### src/verilog/tmr_pkg.sv
`default_nettype none
package tmr_pkg;
    // register byte offsets
    localparam logic [7:0] OFF_CTRL = 8'h00;
    localparam logic [7:0] OFF_FORCE = 8'h04;
    localparam logic [7:0] OFF_COUNT = 8'h08;
    localparam logic [7:0] OFF_CMPA = 8'h0C;
    localparam logic [7:0] OFF_CMPB = 8'h10;
    localparam logic [7:0] OFF_CAPT = 8'h14;
    localparam logic [7:0] OFF_FLAGS = 8'h18;
    localparam logic [7:0] OFF_STATUS = 8'h1C;
    // control field positions
    localparam int CTRL_WGM_LSB = 0;
    localparam int CTRL_COMA_LSB = 4;
    localparam int CTRL_COMB_LSB = 6;
    localparam int CTRL_DIRA = 8;
    localparam int CTRL_DIRB = 9;
    localparam int CTRL_PORTA = 10;
    localparam int CTRL_PORTB = 11;
    localparam int CTRL_W = 12;
    // flag bit positions
    localparam int FLG_OVF = 0;
    localparam int FLG_MATCHA = 1;
    localparam int FLG_MATCHB = 2;
    localparam int FLG_CAPT = 3;
    // waveform modes handled here
    localparam logic [3:0] WGM_NORMAL = 4'h0;
    localparam logic [3:0] WGM_CLR_A = 4'h4;
    localparam logic [3:0] WGM_CLR_CAPT = 4'hC;
    // compare output actions
    localparam logic [1:0] COM_NONE = 2'h0;
    localparam logic [1:0] COM_TOGGLE = 2'h1;
    localparam logic [1:0] COM_CLEAR = 2'h2;
    localparam logic [1:0] COM_SET = 2'h3;
    // counter limits and reset values
    localparam logic [15:0] CNT_MAX = 16'hFFFF;
    localparam logic [15:0] CNT_BOTTOM = 16'h0000;
    localparam logic [CTRL_W-1:0] CTRL_RST = 12'h000;
    localparam logic [15:0] VAL_RST = 16'h0000;
    localparam logic [1:0] RESP_OKAY = 2'b00;
    localparam logic [1:0] RESP_SLVERR = 2'b10;
endpackage : tmr_pkg
`default_nettype wire

### src/verilog/tmr_top.sv
`timescale 1ns/1ps
`default_nettype none
// Functional notes
// - compare output mode zero leaves the waveform bit alone on match
// - new compare output mode acts from the next match after the write
// - force strobe applies set, clear or toggle at once in non-PWM modes
// - counting depends only on waveform mode, never on compare output mode
// - compare output mode selects set, clear or toggle on match
// - mode 0 only increments on enabled clocks, never cleared by match
// - mode 0 rolls from 0xFFFF to 0x0000 and keeps counting
// - overflow flag set in the cycle the count wraps from 0xFFFF to zero
// - hardware only sets overflow flag; servicing software clears it
// - software may write the counter at any time in mode 0
// - clear-on-match clears after count equals compare A or capture value
// - clear-on-match raises match A or capture flag at TOP
// - TOP register writes act directly, no double buffering
// - TOP written below count: count runs to 0xFFFF and wraps first
// - compare output mode 1 toggles output A on every match
// - output A reaches the pin only when its direction bit is 1
// - toggle frequency is clock over 2, prescale and compare A plus one
// - forced compare sets no flag and leaves the counter untouched
// - counter write blocks every match in the next timer clock cycle
// - nonzero compare output mode overrides port value, direction unchanged
// - system reset returns every waveform output bit to 0
module tmr_top (
    // clock and reset
    input wire logic sys_clk,
    input wire logic rst,
    // timer clock enable from the prescaler
    input wire logic tmr_en,
    // axi4-lite write address
    input wire logic [7:0] s_axi_awaddr,
    input wire logic s_axi_awvalid,
    output logic s_axi_awready,
    // axi4-lite write data
    input wire logic [31:0] s_axi_wdata,
    input wire logic [3:0] s_axi_wstrb,
    input wire logic s_axi_wvalid,
    output logic s_axi_wready,
    // axi4-lite write response
    output logic [1:0] s_axi_bresp,
    output logic s_axi_bvalid,
    input wire logic s_axi_bready,
    // axi4-lite read address
    input wire logic [7:0] s_axi_araddr,
    input wire logic s_axi_arvalid,
    output logic s_axi_arready,
    // axi4-lite read data
    output logic [31:0] s_axi_rdata,
    output logic [1:0] s_axi_rresp,
    output logic s_axi_rvalid,
    input wire logic s_axi_rready,
    // waveform pins, enable low while driving
    output logic pin_a_out,
    output logic pin_a_oe_n,
    output logic pin_b_out,
    output logic pin_b_oe_n
);

    // ------------------------------------------------------------
    // helpers
    // ------------------------------------------------------------
    // registers are at most 16 bits wide, so only the two low lanes matter
    function automatic logic [15:0] wmerge(input logic [15:0] old, input logic [15:0] d,
                                           input logic [1:0] s);
        logic [15:0] r;
        r = old;
        for (int i = 0; i < 2; i++)
        begin
            if (s[i])
            begin
                r[8*i +: 8] = d[8*i +: 8];
            end
        end
        return r;
    endfunction : wmerge

    function automatic logic apply_com(input logic cur, input logic [1:0] com);
        logic r;
        r = cur;
        case (com)
            tmr_pkg::COM_TOGGLE: r = ~cur;
            tmr_pkg::COM_CLEAR: r = 1'b0;
            tmr_pkg::COM_SET: r = 1'b1;
            default: r = cur;
        endcase
        return r;
    endfunction : apply_com

    // ------------------------------------------------------------
    // state
    // ------------------------------------------------------------
    logic [tmr_pkg::CTRL_W-1:0] ctrl_r, ctrl_nxt;
    logic [15:0] cnt_r, cnt_nxt, cmpa_r, cmpa_nxt, cmpb_r, cmpb_nxt, capt_r, capt_nxt;
    logic [3:0] flags_r, flags_nxt;
    logic wave_a_r, wave_a_nxt, wave_b_r, wave_b_nxt;
    logic block_r, block_nxt;
    logic aw_got_r, aw_got_nxt, w_got_r, w_got_nxt;
    logic [7:0] aw_addr_r, aw_addr_nxt;
    logic [31:0] wdata_r, wdata_nxt;
    logic [3:0] wstrb_r, wstrb_nxt;
    logic bvalid_r, bvalid_nxt, rvalid_r, rvalid_nxt;
    logic [1:0] bresp_r, bresp_nxt, rresp_r, rresp_nxt;
    logic [31:0] rdata_r, rdata_nxt;

    logic [3:0] wgm;
    logic [1:0] com_a, com_b;
    logic non_pwm, wr_fire, cnt_wr, match_a, match_b, at_top, force_a, force_b;
    logic [15:0] ctrl_wr;
    logic [3:0] flag_set;

    assign wgm = ctrl_r[tmr_pkg::CTRL_WGM_LSB +: 4];
    assign com_a = ctrl_r[tmr_pkg::CTRL_COMA_LSB +: 2];
    assign com_b = ctrl_r[tmr_pkg::CTRL_COMB_LSB +: 2];
    assign non_pwm = (wgm == tmr_pkg::WGM_NORMAL) || (wgm == tmr_pkg::WGM_CLR_A)
                     || (wgm == tmr_pkg::WGM_CLR_CAPT);
    assign wr_fire = aw_got_r && w_got_r && !bvalid_r;
    assign cnt_wr = wr_fire && (aw_addr_r == tmr_pkg::OFF_COUNT);
    // compares run on live registers, so a new TOP or compare acts at once
    assign match_a = tmr_en && !block_r && (cnt_r == cmpa_r);
    assign match_b = tmr_en && !block_r && (cnt_r == cmpb_r);
    assign at_top = tmr_en && !block_r
                    && (((wgm == tmr_pkg::WGM_CLR_A) && (cnt_r == cmpa_r))
                    || ((wgm == tmr_pkg::WGM_CLR_CAPT) && (cnt_r == capt_r)));
    assign force_a = wr_fire && (aw_addr_r == tmr_pkg::OFF_FORCE) && wstrb_r[0]
                     && wdata_r[0] && non_pwm;
    assign force_b = wr_fire && (aw_addr_r == tmr_pkg::OFF_FORCE) && wstrb_r[0]
                     && wdata_r[1] && non_pwm;
    assign ctrl_wr = wmerge(16'(ctrl_r), wdata_r[15:0], wstrb_r[1:0]);
    // hardware set events this cycle, so a clear in the same cycle cannot lose one
    assign flag_set = {at_top && (wgm == tmr_pkg::WGM_CLR_CAPT), match_b, match_a,
                       tmr_en && (cnt_r == tmr_pkg::CNT_MAX)};

    // ------------------------------------------------------------
    // next state
    // ------------------------------------------------------------
    always_comb
    begin
        ctrl_nxt = ctrl_r;
        cnt_nxt = cnt_r;
        cmpa_nxt = cmpa_r;
        cmpb_nxt = cmpb_r;
        capt_nxt = capt_r;
        flags_nxt = flags_r;
        wave_a_nxt = wave_a_r;
        wave_b_nxt = wave_b_r;
        block_nxt = block_r;
        aw_got_nxt = aw_got_r;
        w_got_nxt = w_got_r;
        aw_addr_nxt = aw_addr_r;
        wdata_nxt = wdata_r;
        wstrb_nxt = wstrb_r;
        bvalid_nxt = bvalid_r;
        bresp_nxt = bresp_r;
        rvalid_nxt = rvalid_r;
        rresp_nxt = rresp_r;
        rdata_nxt = rdata_r;

        // counting sequence, steered by waveform mode only
        if (tmr_en)
        begin
            block_nxt = 1'b0;
            if (at_top)
            begin
                cnt_nxt = tmr_pkg::CNT_BOTTOM;
            end
            else
            begin
                cnt_nxt = cnt_r + 16'h0001;
            end
            if (cnt_r == tmr_pkg::CNT_MAX)
            begin
                flags_nxt[tmr_pkg::FLG_OVF] = 1'b1;
            end
        end

        // match events; force touches only the waveform bits
        if (match_a)
        begin
            flags_nxt[tmr_pkg::FLG_MATCHA] = 1'b1;
        end
        if (match_b)
        begin
            flags_nxt[tmr_pkg::FLG_MATCHB] = 1'b1;
        end
        if (at_top && (wgm == tmr_pkg::WGM_CLR_CAPT))
        begin
            flags_nxt[tmr_pkg::FLG_CAPT] = 1'b1;
        end
        // pwm waveforms are outside this block, so only non-pwm modes act
        if ((match_a && non_pwm) || force_a)
        begin
            wave_a_nxt = apply_com(wave_a_r, com_a);
        end
        if ((match_b && non_pwm) || force_b)
        begin
            wave_b_nxt = apply_com(wave_b_r, com_b);
        end

        // axi write channels, taken in either order
        if (s_axi_awvalid && s_axi_awready)
        begin
            aw_got_nxt = 1'b1;
            aw_addr_nxt = s_axi_awaddr;
        end
        if (s_axi_wvalid && s_axi_wready)
        begin
            w_got_nxt = 1'b1;
            wdata_nxt = s_axi_wdata;
            wstrb_nxt = s_axi_wstrb;
        end
        if (wr_fire)
        begin
            aw_got_nxt = 1'b0;
            w_got_nxt = 1'b0;
            bvalid_nxt = 1'b1;
            bresp_nxt = tmr_pkg::RESP_OKAY;
            if (aw_addr_r == tmr_pkg::OFF_CTRL)
            begin
                ctrl_nxt = ctrl_wr[tmr_pkg::CTRL_W-1:0];
            end
            else if (aw_addr_r == tmr_pkg::OFF_FORCE)
            begin
                bresp_nxt = tmr_pkg::RESP_OKAY;
            end
            else if (aw_addr_r == tmr_pkg::OFF_COUNT)
            begin
                cnt_nxt = wmerge(cnt_r, wdata_r[15:0], wstrb_r[1:0]);
                block_nxt = 1'b1;
            end
            else if (aw_addr_r == tmr_pkg::OFF_CMPA)
            begin
                cmpa_nxt = wmerge(cmpa_r, wdata_r[15:0], wstrb_r[1:0]);
            end
            else if (aw_addr_r == tmr_pkg::OFF_CMPB)
            begin
                cmpb_nxt = wmerge(cmpb_r, wdata_r[15:0], wstrb_r[1:0]);
            end
            else if (aw_addr_r == tmr_pkg::OFF_CAPT)
            begin
                capt_nxt = wmerge(capt_r, wdata_r[15:0], wstrb_r[1:0]);
            end
            else if (aw_addr_r == tmr_pkg::OFF_FLAGS)
            begin
                // write one to clear stands in for interrupt service; a set wins
                if (wstrb_r[0])
                begin
                    flags_nxt = flags_nxt & ~(wdata_r[3:0] & ~flag_set);
                end
            end
            else if (aw_addr_r != tmr_pkg::OFF_STATUS)
            begin
                bresp_nxt = tmr_pkg::RESP_SLVERR;
            end
        end
        if (bvalid_r && s_axi_bready)
        begin
            bvalid_nxt = 1'b0;
        end

        // axi read
        if (s_axi_arvalid && s_axi_arready)
        begin
            rvalid_nxt = 1'b1;
            rresp_nxt = tmr_pkg::RESP_OKAY;
            rdata_nxt = 32'h0000_0000;
            if (s_axi_araddr == tmr_pkg::OFF_CTRL)
            begin
                rdata_nxt = {20'h0_0000, ctrl_r};
            end
            else if (s_axi_araddr == tmr_pkg::OFF_FORCE)
            begin
                rdata_nxt = 32'h0000_0000;
            end
            else if (s_axi_araddr == tmr_pkg::OFF_COUNT)
            begin
                rdata_nxt = {16'h0000, cnt_r};
            end
            else if (s_axi_araddr == tmr_pkg::OFF_CMPA)
            begin
                rdata_nxt = {16'h0000, cmpa_r};
            end
            else if (s_axi_araddr == tmr_pkg::OFF_CMPB)
            begin
                rdata_nxt = {16'h0000, cmpb_r};
            end
            else if (s_axi_araddr == tmr_pkg::OFF_CAPT)
            begin
                rdata_nxt = {16'h0000, capt_r};
            end
            else if (s_axi_araddr == tmr_pkg::OFF_FLAGS)
            begin
                rdata_nxt = {28'h000_0000, flags_r};
            end
            else if (s_axi_araddr == tmr_pkg::OFF_STATUS)
            begin
                rdata_nxt = {28'h000_0000, pin_b_out, pin_a_out, wave_b_r, wave_a_r};
            end
            else
            begin
                rresp_nxt = tmr_pkg::RESP_SLVERR;
            end
        end
        else if (rvalid_r && s_axi_rready)
        begin
            rvalid_nxt = 1'b0;
        end
    end

    always_ff @(posedge sys_clk)
    begin
        if (rst)
        begin
            ctrl_r <= tmr_pkg::CTRL_RST;
            cnt_r <= tmr_pkg::VAL_RST;
            cmpa_r <= tmr_pkg::VAL_RST;
            cmpb_r <= tmr_pkg::VAL_RST;
            capt_r <= tmr_pkg::VAL_RST;
            flags_r <= 4'h0;
            wave_a_r <= 1'b0;
            wave_b_r <= 1'b0;
            block_r <= 1'b0;
            aw_got_r <= 1'b0;
            w_got_r <= 1'b0;
            aw_addr_r <= 8'h00;
            wdata_r <= 32'h0000_0000;
            wstrb_r <= 4'h0;
            bvalid_r <= 1'b0;
            bresp_r <= tmr_pkg::RESP_OKAY;
            rvalid_r <= 1'b0;
            rresp_r <= tmr_pkg::RESP_OKAY;
            rdata_r <= 32'h0000_0000;
        end
        else
        begin
            ctrl_r <= ctrl_nxt;
            cnt_r <= cnt_nxt;
            cmpa_r <= cmpa_nxt;
            cmpb_r <= cmpb_nxt;
            capt_r <= capt_nxt;
            flags_r <= flags_nxt;
            wave_a_r <= wave_a_nxt;
            wave_b_r <= wave_b_nxt;
            block_r <= block_nxt;
            aw_got_r <= aw_got_nxt;
            w_got_r <= w_got_nxt;
            aw_addr_r <= aw_addr_nxt;
            wdata_r <= wdata_nxt;
            wstrb_r <= wstrb_nxt;
            bvalid_r <= bvalid_nxt;
            bresp_r <= bresp_nxt;
            rvalid_r <= rvalid_nxt;
            rresp_r <= rresp_nxt;
            rdata_r <= rdata_nxt;
        end
    end

    // ------------------------------------------------------------
    // outputs
    // ------------------------------------------------------------
    assign s_axi_awready = !aw_got_r && !bvalid_r;
    assign s_axi_wready = !w_got_r && !bvalid_r;
    assign s_axi_bvalid = bvalid_r;
    assign s_axi_bresp = bresp_r;
    assign s_axi_arready = !rvalid_r;
    assign s_axi_rvalid = rvalid_r;
    assign s_axi_rresp = rresp_r;
    assign s_axi_rdata = rdata_r;
    assign pin_a_out = (com_a != tmr_pkg::COM_NONE) ? wave_a_r
                       : ctrl_r[tmr_pkg::CTRL_PORTA];
    assign pin_b_out = (com_b != tmr_pkg::COM_NONE) ? wave_b_r
                       : ctrl_r[tmr_pkg::CTRL_PORTB];
    assign pin_a_oe_n = !ctrl_r[tmr_pkg::CTRL_DIRA];
    assign pin_b_oe_n = !ctrl_r[tmr_pkg::CTRL_DIRB];
endmodule : tmr_top
`default_nettype wire

### config.mk
export PLATFORM = sky130hd
export DESIGN_NAME = tmr_top
export DESIGN_NICKNAME = d
export VERILOG_FILES = /design/src/verilog/tmr_pkg.sv /design/src/verilog/tmr_top.sv
export SDC_FILE = /design/constraint.sdc
export NUM_CORES = 1
export LEC_CHECK = 0
export BUFFER_PORTS_ARGS = -buffer_cell sky130_fd_sc_hd__buf_2
export CORE_MARGIN = 3
export CORE_UTILIZATION = 28
export CTS_BUF_LIST = sky130_fd_sc_hd__clkbuf_16
export DETAILED_ROUTE_END_ITERATION = 10
export PLACE_DENSITY_LB_ADDON = 0.2
export SYNTH_ARGS = -nofsm -noshare
export SYNTH_HDL_FRONTEND = slang
export SYNTH_SLANG_ARGS = --single-unit
### constraint.sdc
create_clock -name sys_clk -period 3.4 [get_ports sys_clk]
set_clock_uncertainty 0.2 [all_clocks]
set_input_delay 0.51 -clock sys_clk [delete_from_list [all_inputs] [get_ports sys_clk]]
set_output_delay 0.51 -clock sys_clk [all_outputs]
set_load 0.01 [all_outputs]
; ---- Yosys cells after proc, flatten, opt, wreduce, memory -nomap -nowiden
; Cells that the tools add are included.
[totals]
out_inout_bits = 45
ff_bits = 149
in_bits = 60
[classes]
bitwise_logic = 11
addsub = 1
reduce_logical = 57
mux = 57
eq_ne = 28
[op_table]
columns = operator, n
row1 = two-way mux 16 bit, 12
row2 = equality test 8 x 5 -> 1 bit (second input constant), 7
row3 = equality test 16 bit, 3
row4 = two-way mux 4 bit, 11
row5 = equality test 8 x 4 -> 1 bit (second input constant), 4
row6 = two-way mux 2 bit, 16
row7 = logical AND 1 bit, 25
row8 = adder 16 x 1 -> 16 bit (second input constant), 1
row9 = equality test 16 bit (second input constant), 1
row10 = equality test 8 x 3 -> 1 bit (second input constant), 2
row11 = logical NOT 8 bit, 2
row12 = two-way mux 8 bit, 2
row13 = AND reduction 8 bit, 2
row14 = two-way mux 1 bit, 14
row15 = AND reduction 7 bit, 2
row16 = AND reduction 6 bit, 2
row17 = != test 5 bit (second input constant), 2
row18 = bitwise AND 4 bit, 2
row19 = equality test 2 bit (second input constant), 4
row20 = != test 8 x 5 -> 1 bit (second input constant), 1
row21 = NOT 4 bit, 2
row22 = logical NOT 1 bit, 7
row23 = NOT 1 bit, 7
row24 = case mux 1 bit (3 select lines), 2
row25 = 10 further kinds, 21

; ---- Depth between registers and ports, before layout
; Gate-level depths: netlist of the first run.
[logic_depth]
depth_word = 18
ltp_mapped = 8

; ---- Least setup slack after synthesis of the first run
; No wires, ideal clock.
[synth_path]
path_type = input to register
start = input port s_axi_araddr[7]
end = register rdata_r[15] (netlist: s_axi_rdata[15])
setup_slack_ns = 1.208
stages = 5
setup_time_ns = 0.070
t_required_ns = 3.130
path_buffers = 0
arrival_time_ns = 1.922
path_cell_list = or4b_1 -> nor3_2 -> a221oi_1 -> or3_1 -> a21oi_1
[synth_between]
elab_chain_cells = 7
[synth_rtl]
columns = item, line_no
row1 = "start, declared", tmr_top.sv:45  ; input wire logic [7:0] s_axi_araddr,
row2 = equality test 8 x 5 -> 1 bit, tmr_top.sv:287  ; else if (s_axi_araddr == tmr_pkg::OFF_CAPT)
row3 = two-way mux 16 bit, tmr_top.sv:287
row4 = two-way mux 16 bit, tmr_top.sv:283  ; else if (s_axi_araddr == tmr_pkg::OFF_CMPB)
row5 = two-way mux 16 bit, tmr_top.sv:279  ; else if (s_axi_araddr == tmr_pkg::OFF_CMPA)
row6 = two-way mux 16 bit, tmr_top.sv:275  ; else if (s_axi_araddr == tmr_pkg::OFF_COUNT)
row7 = two-way mux 16 bit, tmr_top.sv:271  ; else if (s_axi_araddr == tmr_pkg::OFF_FORCE)
row8 = two-way mux 16 bit (*), tmr_top.sv:267  ; if (s_axi_araddr == tmr_pkg::OFF_CTRL)
row9 = "end signal, assigned", tmr_top.sv:354  ; rdata_r <= rdata_nxt;
row10 = "end, declared", tmr_top.sv:104  ; logic [31:0] rdata_r, rdata_nxt;
; Every way passes the cells marked *; elsewhere a longest branch is shown, timed or not.
; A chain may end at the register's enable or synchronous reset.

; ---- Final worst setup path of the first run
[layout_path]
start = register aw_addr_r[1]
end = register cnt_r[6]
[layout_between]
elab_chain_cells = 5
[layout_rtl]
columns = item, line_no
row1 = "start, declared", tmr_top.sv:99  ; logic [7:0] aw_addr_r, aw_addr_nxt;
row2 = "start signal, assigned", tmr_top.sv:347  ; aw_addr_r <= aw_addr_nxt;
row3 = equality test 8 x 4 -> 1 bit, tmr_top.sv:226  ; else if (aw_addr_r == tmr_pkg::OFF_COUNT)
row4 = two-way mux 16 bit, tmr_top.sv:226
row5 = two-way mux 16 bit, tmr_top.sv:222  ; else if (aw_addr_r == tmr_pkg::OFF_FORCE)
row6 = two-way mux 16 bit, tmr_top.sv:218  ; if (aw_addr_r == tmr_pkg::OFF_CTRL)
row7 = two-way mux 16 bit, tmr_top.sv:212  ; if (wr_fire)
row8 = "end signal, assigned", tmr_top.sv:315  ; cnt_r <= tmr_pkg::VAL_RST;
row9 = "end signal, assigned", tmr_top.sv:337  ; cnt_r <= cnt_nxt;
row10 = "end, declared", tmr_top.sv:94  ; logic [15:0] cnt_r, cnt_nxt, cmpa_r, cmpa_nxt, cmpb_r, cmpb_nxt, capt_r, capt_nxt;
; Parallel ways exist; a longest one is shown, timed or not.

==> impl_results.md, run 1 <==
- I/O pin cnt: roughly 110
- Netlist Area Pre-Place: roughly 6900 um2
- Fmax: roughly 0.36 GHz
- Placed instance count: between 1000 and 1500
- Psw: between 0.0009 and 0.001 W
- Clock power frac: about 48%
- Drt drc: 0
- Hold Crit Start: s_axi_rready
- PortBufs: 68
- #FFs+latches synth: approximately 130
- Width of the die: roughly 160 um
- PD cells: 476 nW/um2
- Grt ovf: 0
- Final worst-path cycle share: roughly four fifths
- Syn avg cell area: between 7 and 8 um2
- GRT Total Usage: 17.0%
- Post-DP Area: ~7400 um2
- Clock Latency Late Sink: 0.43 ns
- Seq pwr share: ~44%
- Worst setup EP type: flop
- R2R Setup Slk: 0.63 ns
- Worst-path clk slew: 0.06 ns
- Utilization after layout: approximately a third
- Static Leakage: slightly above 3 nW
- Full die area: between 20000 and 30000 um2
- CP Class: reg -> reg
- Worst-Margin Slew: 0.864 ns
- Post-synth ARST share: 0%
- Worst Hold Path EP: s_axi_rvalid
- RSZ-0062 raised after global routing: false
- Rel. slew slack: between 40 and 50%
- Largest net degree at the start of global routing: 74
- First-pass detailed-route iteration total: 5
- Post-CTS Setup Inserts: 0
- Top FF cell, synth: dfxtp_1
- Area Overhead vs Synth: 15.4%
- DP HPWL: between 15000 and 20000 um
- H-tree lvl count: 4
- Clock sink count: approximately 130
- Routed WL: around 22000 um
- Clock Path Buffers: 2
- Req. time, crit path: between 3 and 4 ns
- Type of origin of the critical path: flop
- Seq/Total Area, Yosys: a little under two fifths
- Antenna Cells: 0
- # setup viols final: 0
- Cells after Synth: around 860
- Max Cap Violations: 0
- CTS tree: done
- Design area: between 7000 and 8000 um2
- Final non-filler cell total: between 1000 and 1500
- Share of cells above drive strength 1: roughly 15%
- CTS Hold Buffers Added: 0
- R2r worst-path depth: 5
- Synth Warn #: 0
- Path type of the worst min-delay path: in -> reg
- Initial antenna violation count: 0
- Min cycle time layout: 2.77 ns
- Initial Utilization: approximately 29%
- Die Ht: 163 um
- Post-synth cell types: just under 60
- Arrival @ worst endpoint: 2.86 ns
- Top post-synthesis cells by area: dfxtp_1 38%, nand2_1 9.2%, mux2i_1 6.1%, a21oi_1 6.0%, xnor2_1 5.9%
- GPL Wtd Cong: approximately 0.85
- EDFF count, synth: 0
- Combinational share of power: 8.5%
- Row count: 56
- Final Net Count: between 900 and 1000
- Worst vdd ir: ~0.24 mV
- Wire per inst: approximately 18 um
- Status: complete, no violations
- First-pass GRT wire length: 34400 um
- Post-synth top area cell: dfxtp_1
- Hold path cells: 2
- R2R Path End: cnt_r[6]
- Post_cts resized: 0
- Reg-to-reg startpoint: aw_addr_r[1]
- Most numerous cell in the Yosys netlist: nand2_1
- Via density: about 5
- Setup_tns: 0 ns
- Vias in the first global route: between 5000 and 6000
- CTS Root Buffer Type: clkbuf_16
- Remaining antenna violation count after routing: 0
- Core area: roughly 24000 um2
- DR vias: around 6100
- DR iter-0 viols: ~460
- Cell-internal power: between 0.002 and 0.003 W
- Sw Share: about 25%
- CTS Buf Count: 17
- Final Max Tran Viols: 0
- Synth cell count leaders: 169 x nand2_1, 131 x dfxtp_1, 82 x a21oi_1
- Final hold violation count: 0
- Worst Path Max Fanout: 10
- Share of the synthesized area in the top cell type: about two fifths
[worst max path at each step]
| stage | from | to | slack [ns] | cells after the start |
|---|---|---|---|---|
| detailed placement | s_axi_araddr[4] | s_axi_rdata[0] | 0.75 | 7 |
| floorplan | s_axi_araddr[7] | s_axi_rdata[15] | 1.21 | 5 |
| global route | aw_addr_r[1] | cnt_r[6] | 0.57 | 5 |
| finish | aw_addr_r[1] | cnt_r[6] | 0.63 | 5 |
| CTS | aw_addr_r[1] | cnt_r[6] | 0.74 | 5 |
| global placement | s_axi_araddr[4] | s_axi_rdata[0] | 0.77 | 7 |
[layer usage]
metal | vias up | part of all wire, % | GRT usage, %
met5 | - | 0 | 0
met4 | 0 | 1.7 | 4.61
met3 | 26 | 5.2 | 3.76
met2 | 180 | 43 | 25.3
met1 | 2832 | 50 | 24.8
li1 | 3037 | - | -
[power by group through the flow]
stage	Sequential [W]	Combinational, W	Clock [W]
after floorplan	0.00165	0.000234	0
after global placement	0.00168	0.000323	0
after detailed placement	0.00168	0.000325	0
after CTS	0.00165	0.000326	0.00186
after global routing	0.00165	0.000363	0.00193
final	0.00165	0.000323	0.00182
[kinds of logic after synthesis]
| kind of cell | after synthesis | share of synthesized area (%) |
|---|---|---|
| AOI/OAI and AO/OA | 170 | 14.9 |
| xor gates and xnor gates | 56 | 7.12 |
| and+or+nand+nor | 354 | 23.9 |
| other | 1 | 0.0545 |
| muxes | 61 | 9.21 |
| DFF | 131 | 38.1 |
| adders and majority gates | 1 | 0.182 |
| buffers and inverters | 89 | 6.49 |
[layout make-up]
type / count / area [um2]
fillers: 2582 / 15900
flip-flops and latches: 131 / 2620
inverters: 11 / 41.3
clock buffers: 17 / 425
clock inverters: 14 / 146
well taps: 319 / 399
repair buffers: 78 / 430
multi-input cells: 660 / 3880
[placed cells by master, fill, tap and decap left out, types with 4 or more instances in the layout]
cell | synthesis | routed
clkbuf_16 | 0 | 17
inv_1 | 11 | 12
a221oi_1 | 14 | 14
nand4b_1 | 4 | 4
a211oi_1 | 18 | 18
xor2_1 | 10 | 10
buf_4 | 18 | 10
clkinv_1 | 0 | 4
nand4_1 | 13 | 13
mux2i_1 | 42 | 42
a21oi_1 | 82 | 82
dfxtp_1 | 131 | 131
conb_1 | 1 | 18
nor3_1 | 17 | 17
and2_1 | 12 | 12
o21ai_0 | 24 | 24
o22ai_1 | 11 | 11
nor4_1 | 7 | 7
buf_2 | 24 | 67
mux2_2 | 19 | 19
nand3_1 | 23 | 23
xnor2_1 | 46 | 46
nor2b_1 | 5 | 4
nand2_1 | 169 | 169
nor2_1 | 72 | 72
and3_1 | 5 | 5
[through the flow]
stage	hold WS (ns)	total power, W	setup slack (ns)
after detailed placement	0.249	0.00201	0.754
after floorplan	0.232	0.00189	1.21
after CTS	0.0628	0.00384	0.743
after global routing	0.0753	0.00395	0.568
final	0.0749	0.00379	0.627
after global placement	0.244	0.00200	0.771
[worst max-delay path: stages, from the launching register on]
cell	delay, ns
dfxtp_1	0.31
or4_4	0.57
nor4b_1	0.63
and2_1	0.36
a2111o_1	0.41
o22ai_1	0.15
[sequential cells by signal (all words and copies together), names as in the netlist, 8 cells and up]
register,cells
capt_r,16
cmpa_r,16
cmpb_r,16
cnt_r,16
s_axi_rdata,16
wdata_r,16
ctrl_r,12
aw_addr_r,8
Power figures use the tool's default switching activity.
==> run 2: changes to the inputs <==
Clock period 3.4 ns to 2.7 ns, I/O delays scaled along.
==> run 2 against run 1 <==
First-iteration DRC count rose by 6.1%. Largest power group unchanged. Critical endpoint is now cmpa_r[11]. Critical path depth rose by 1. Cell area rose by 2.4%.
==> impl_results.md, run 2 (same netlist as run 1, synthesis figures left out) <==
- Area Overhead vs Synth: 18.2%
- Worst setup EP type: flop
- CTS Buf Count: 17 (unchanged)
- Worst-Margin Slew: 0.740 ns (-0.123 ns)
- Remaining antenna violation count after routing: 0 (unchanged)
- Post_cts resized: 0 (unchanged)
- CP cell instances: or4_4 -> or3_4 -> nor2_1 -> and2_1 -> nand2_1 -> a21oi_1
- H-tree lvl count: 4 (unchanged)
- Antenna Cells: 0 (unchanged)
- Hold slack: 0.00958 ns (-0.0653 ns)
- RSZ-0062 raised after global routing: false
- Worst vdd ir: 0.299 mV (+26%)
- Final Net Count: 987 (+2.8%)
- Crit-path max cell delay: 0.57 ns (-0.06 ns)
- Cell-internal power: 0.00342 W (+21%)
- Initial Utilization: 28.9% (unchanged)
- DP HPWL: 16700 um (+2.7%)
- Largest net degree at the start of global routing: 33 (-55%)
- Most frequent cells in the layout: 169 x nand2_1, 131 x dfxtp_1, 82 x a21oi_1
- Die Ht: 163 um (unchanged)
- DR iter-0 viols: 485 (+6.1%)
- Clock Latency Late Sink: 0.43 ns (about the same)
- Sw Share: 27.2% (+2.0 points)
- Crit path max-delay family: simple AND/OR/NAND/NOR gates
- First-pass GRT wire length: 33900 um (-1.5%)
- Slowest cell on crit path: or4_4
- Initial antenna violation count: 0 (unchanged)
- Final worst-path cycle share: 89.5% (+8.0 points)
- Rel. slew slack: 50.5% (+8.1 points)
- Commonest non-fill, non-tap cell in the layout: nand2_1
- Fmax: 0.414 GHz (+15%)
- Core area: 23800 um2 (unchanged)
- Full die area: 26500 um2 (unchanged)
- First-pass detailed-route iteration total: 7 (+2)
- Worst Path Max Fanout: 8 (-2)
- Min cycle time layout: 2.42 ns (-0.356 ns)
- Final non-filler cell total: 1258 (+2.3%)
- Share of cells above drive strength 1: 17.4% (+2.8 points)
- Status: complete, no violations
- R2R Path End: cmpa_r[11]
- Final Max Tran Viols: 0 (unchanged)
- Row count: 56 (unchanged)
- PD cells: 578 nW/um2 (+21%)
- DR vias: 6144 (+1.1%)
- CTS Root Buffer Type: clkbuf_16
- Psw: 0.00128 W (+34%)
- Static Leakage: 3.14 nW (+3.9%)
- R2r worst-path depth: 6 (+1)
- Width of the die: 163 um (unchanged)
- Reg-to-reg startpoint: aw_addr_r[1]
- Seq pwr share: 44.0% (+0.5 points)
- Worst-path clk slew: 0.06 ns (about the same)
- # setup viols final: 0 (unchanged)
- Wire per inst: 17.7 um (-2.2%)
- CP Depth: 6 (+1)
- Clock sink count: 131 (unchanged)
- Crit path from: aw_addr_r[1]
- Setup_tns: 0 ns (unchanged)
- Req. time, crit path: 2.86 ns (-0.62 ns)
- GRT Total Usage: 16.7% (-0.29 points)
- CTS tree: done
- Via density: 4.88 (-1.1%)
- I/O pin cnt: 105 (unchanged)
- Path type of the worst min-delay path: in -> reg
- PortBufs: 68 (unchanged)
- Worst setup path endpoint: cmpa_r[11]
- Combinational share of power: 9.0% (+0.5 points)
- Hold path cells: 3 (+1)
- Clock Path Buffers: 2 (unchanged)
- Worst path bufs/invs: 0 (unchanged)
- Clock power frac: 47.0% (-1.0 points)
- Arrival @ worst endpoint: 2.58 ns (-0.28 ns)
- Vias in the first global route: 5696 (+0.74%)
- Routed WL: 22300 um (about the same)
- Type of origin of the critical path: flop
- Final hold violation count: 0 (unchanged)
- Max Cap Violations: 0 (unchanged)
- GPL Wtd Cong: 0.849 (-0.32%)
- R2R Setup Slk: 0.28 ns (-0.34 ns)
- Grt ovf: 0 (unchanged)
- Drt drc: 0 (unchanged)
- CP Class: reg -> reg
- Placed instance count: 1224 (+2.1%)
run 2: power groups by stage:
| stage | logic [W] | clock network [W] | registers (W) |
|---|---|---|---|
| 2_1_floorplan | 0.000295 | 0 | 0.00208 |
| 3_3_place_gp | 0.000424 | 0 | 0.00211 |
| 3_5_place_dp | 0.000425 | 0 | 0.00211 |
| 4_1_cts | 0.000428 | 0.00226 | 0.00207 |
| 5_1_grt | 0.000471 | 0.00234 | 0.00208 |
| 6_report | 0.000424 | 0.00221 | 0.00207 |
run 2: tightest hold or removal path: cells and delay by family:
kind | cells | cell delay (ns)
AOI/OAI and AO/OA | 1 | 0.05
buffers and inverters | 1 | 0.10
and+or+nand+nor | 1 | 0.05
run 2: what timing repair did:
action                                 4_1_cts  5_1_grt
hold buffers                                 1        1
setup endpoints to repair                    0        0
buffers inserted                             0        0
endpoints found under the hold margin        1        1
run 2: through the flow:
step	setup slack [ns]	util (%)	power (W)	cell area, um2
floorplan	0.606	-	0.00238	6950
global placement	0.295	31.8	0.00254	7560
detailed placement	0.288	31.8	0.00254	7560
CTS	0.273	34.1	0.00475	8130
global route	0.130	34.2	0.00489	8140
finish	0.283	34.2	0.00471	8140
run 2: worst min-delay path by stage:
| stage | slack, ns | startpoint | to |
|---|---|---|---|
| after global routing | 0.008 | s_axi_awaddr[6] | aw_addr_r[6] |
| after CTS | 0.005 | s_axi_wdata[14] | wdata_r[14] |
| after floorplan | 0.23 | flags_r[0] | flags_r[0] |
| final | 0.01 | s_axi_wdata[8] | wdata_r[8] |
| after global placement | 0.24 | aw_addr_r[5] | aw_addr_r[5] |
| after detailed placement | 0.24 | s_axi_rdata[15] | s_axi_rdata[15] |
run 2: final cells by class:
type / count / area [um2]
clock buffer: 17 / 425
tap: 319 / 399
clock inverter: 15 / 133
fill: 2535 / 15700
sequential: 131 / 2620
timing repair buffer: 105 / 638
multi-input combinational: 660 / 3880
inverter: 11 / 41.3
run 2: metal layers:
layer	global-route usage (%)	share of wire, %
met5	0	0
met4	4.69	1.7
met3	3.08	5.0
met2	25.3	43
met1	24.3	50
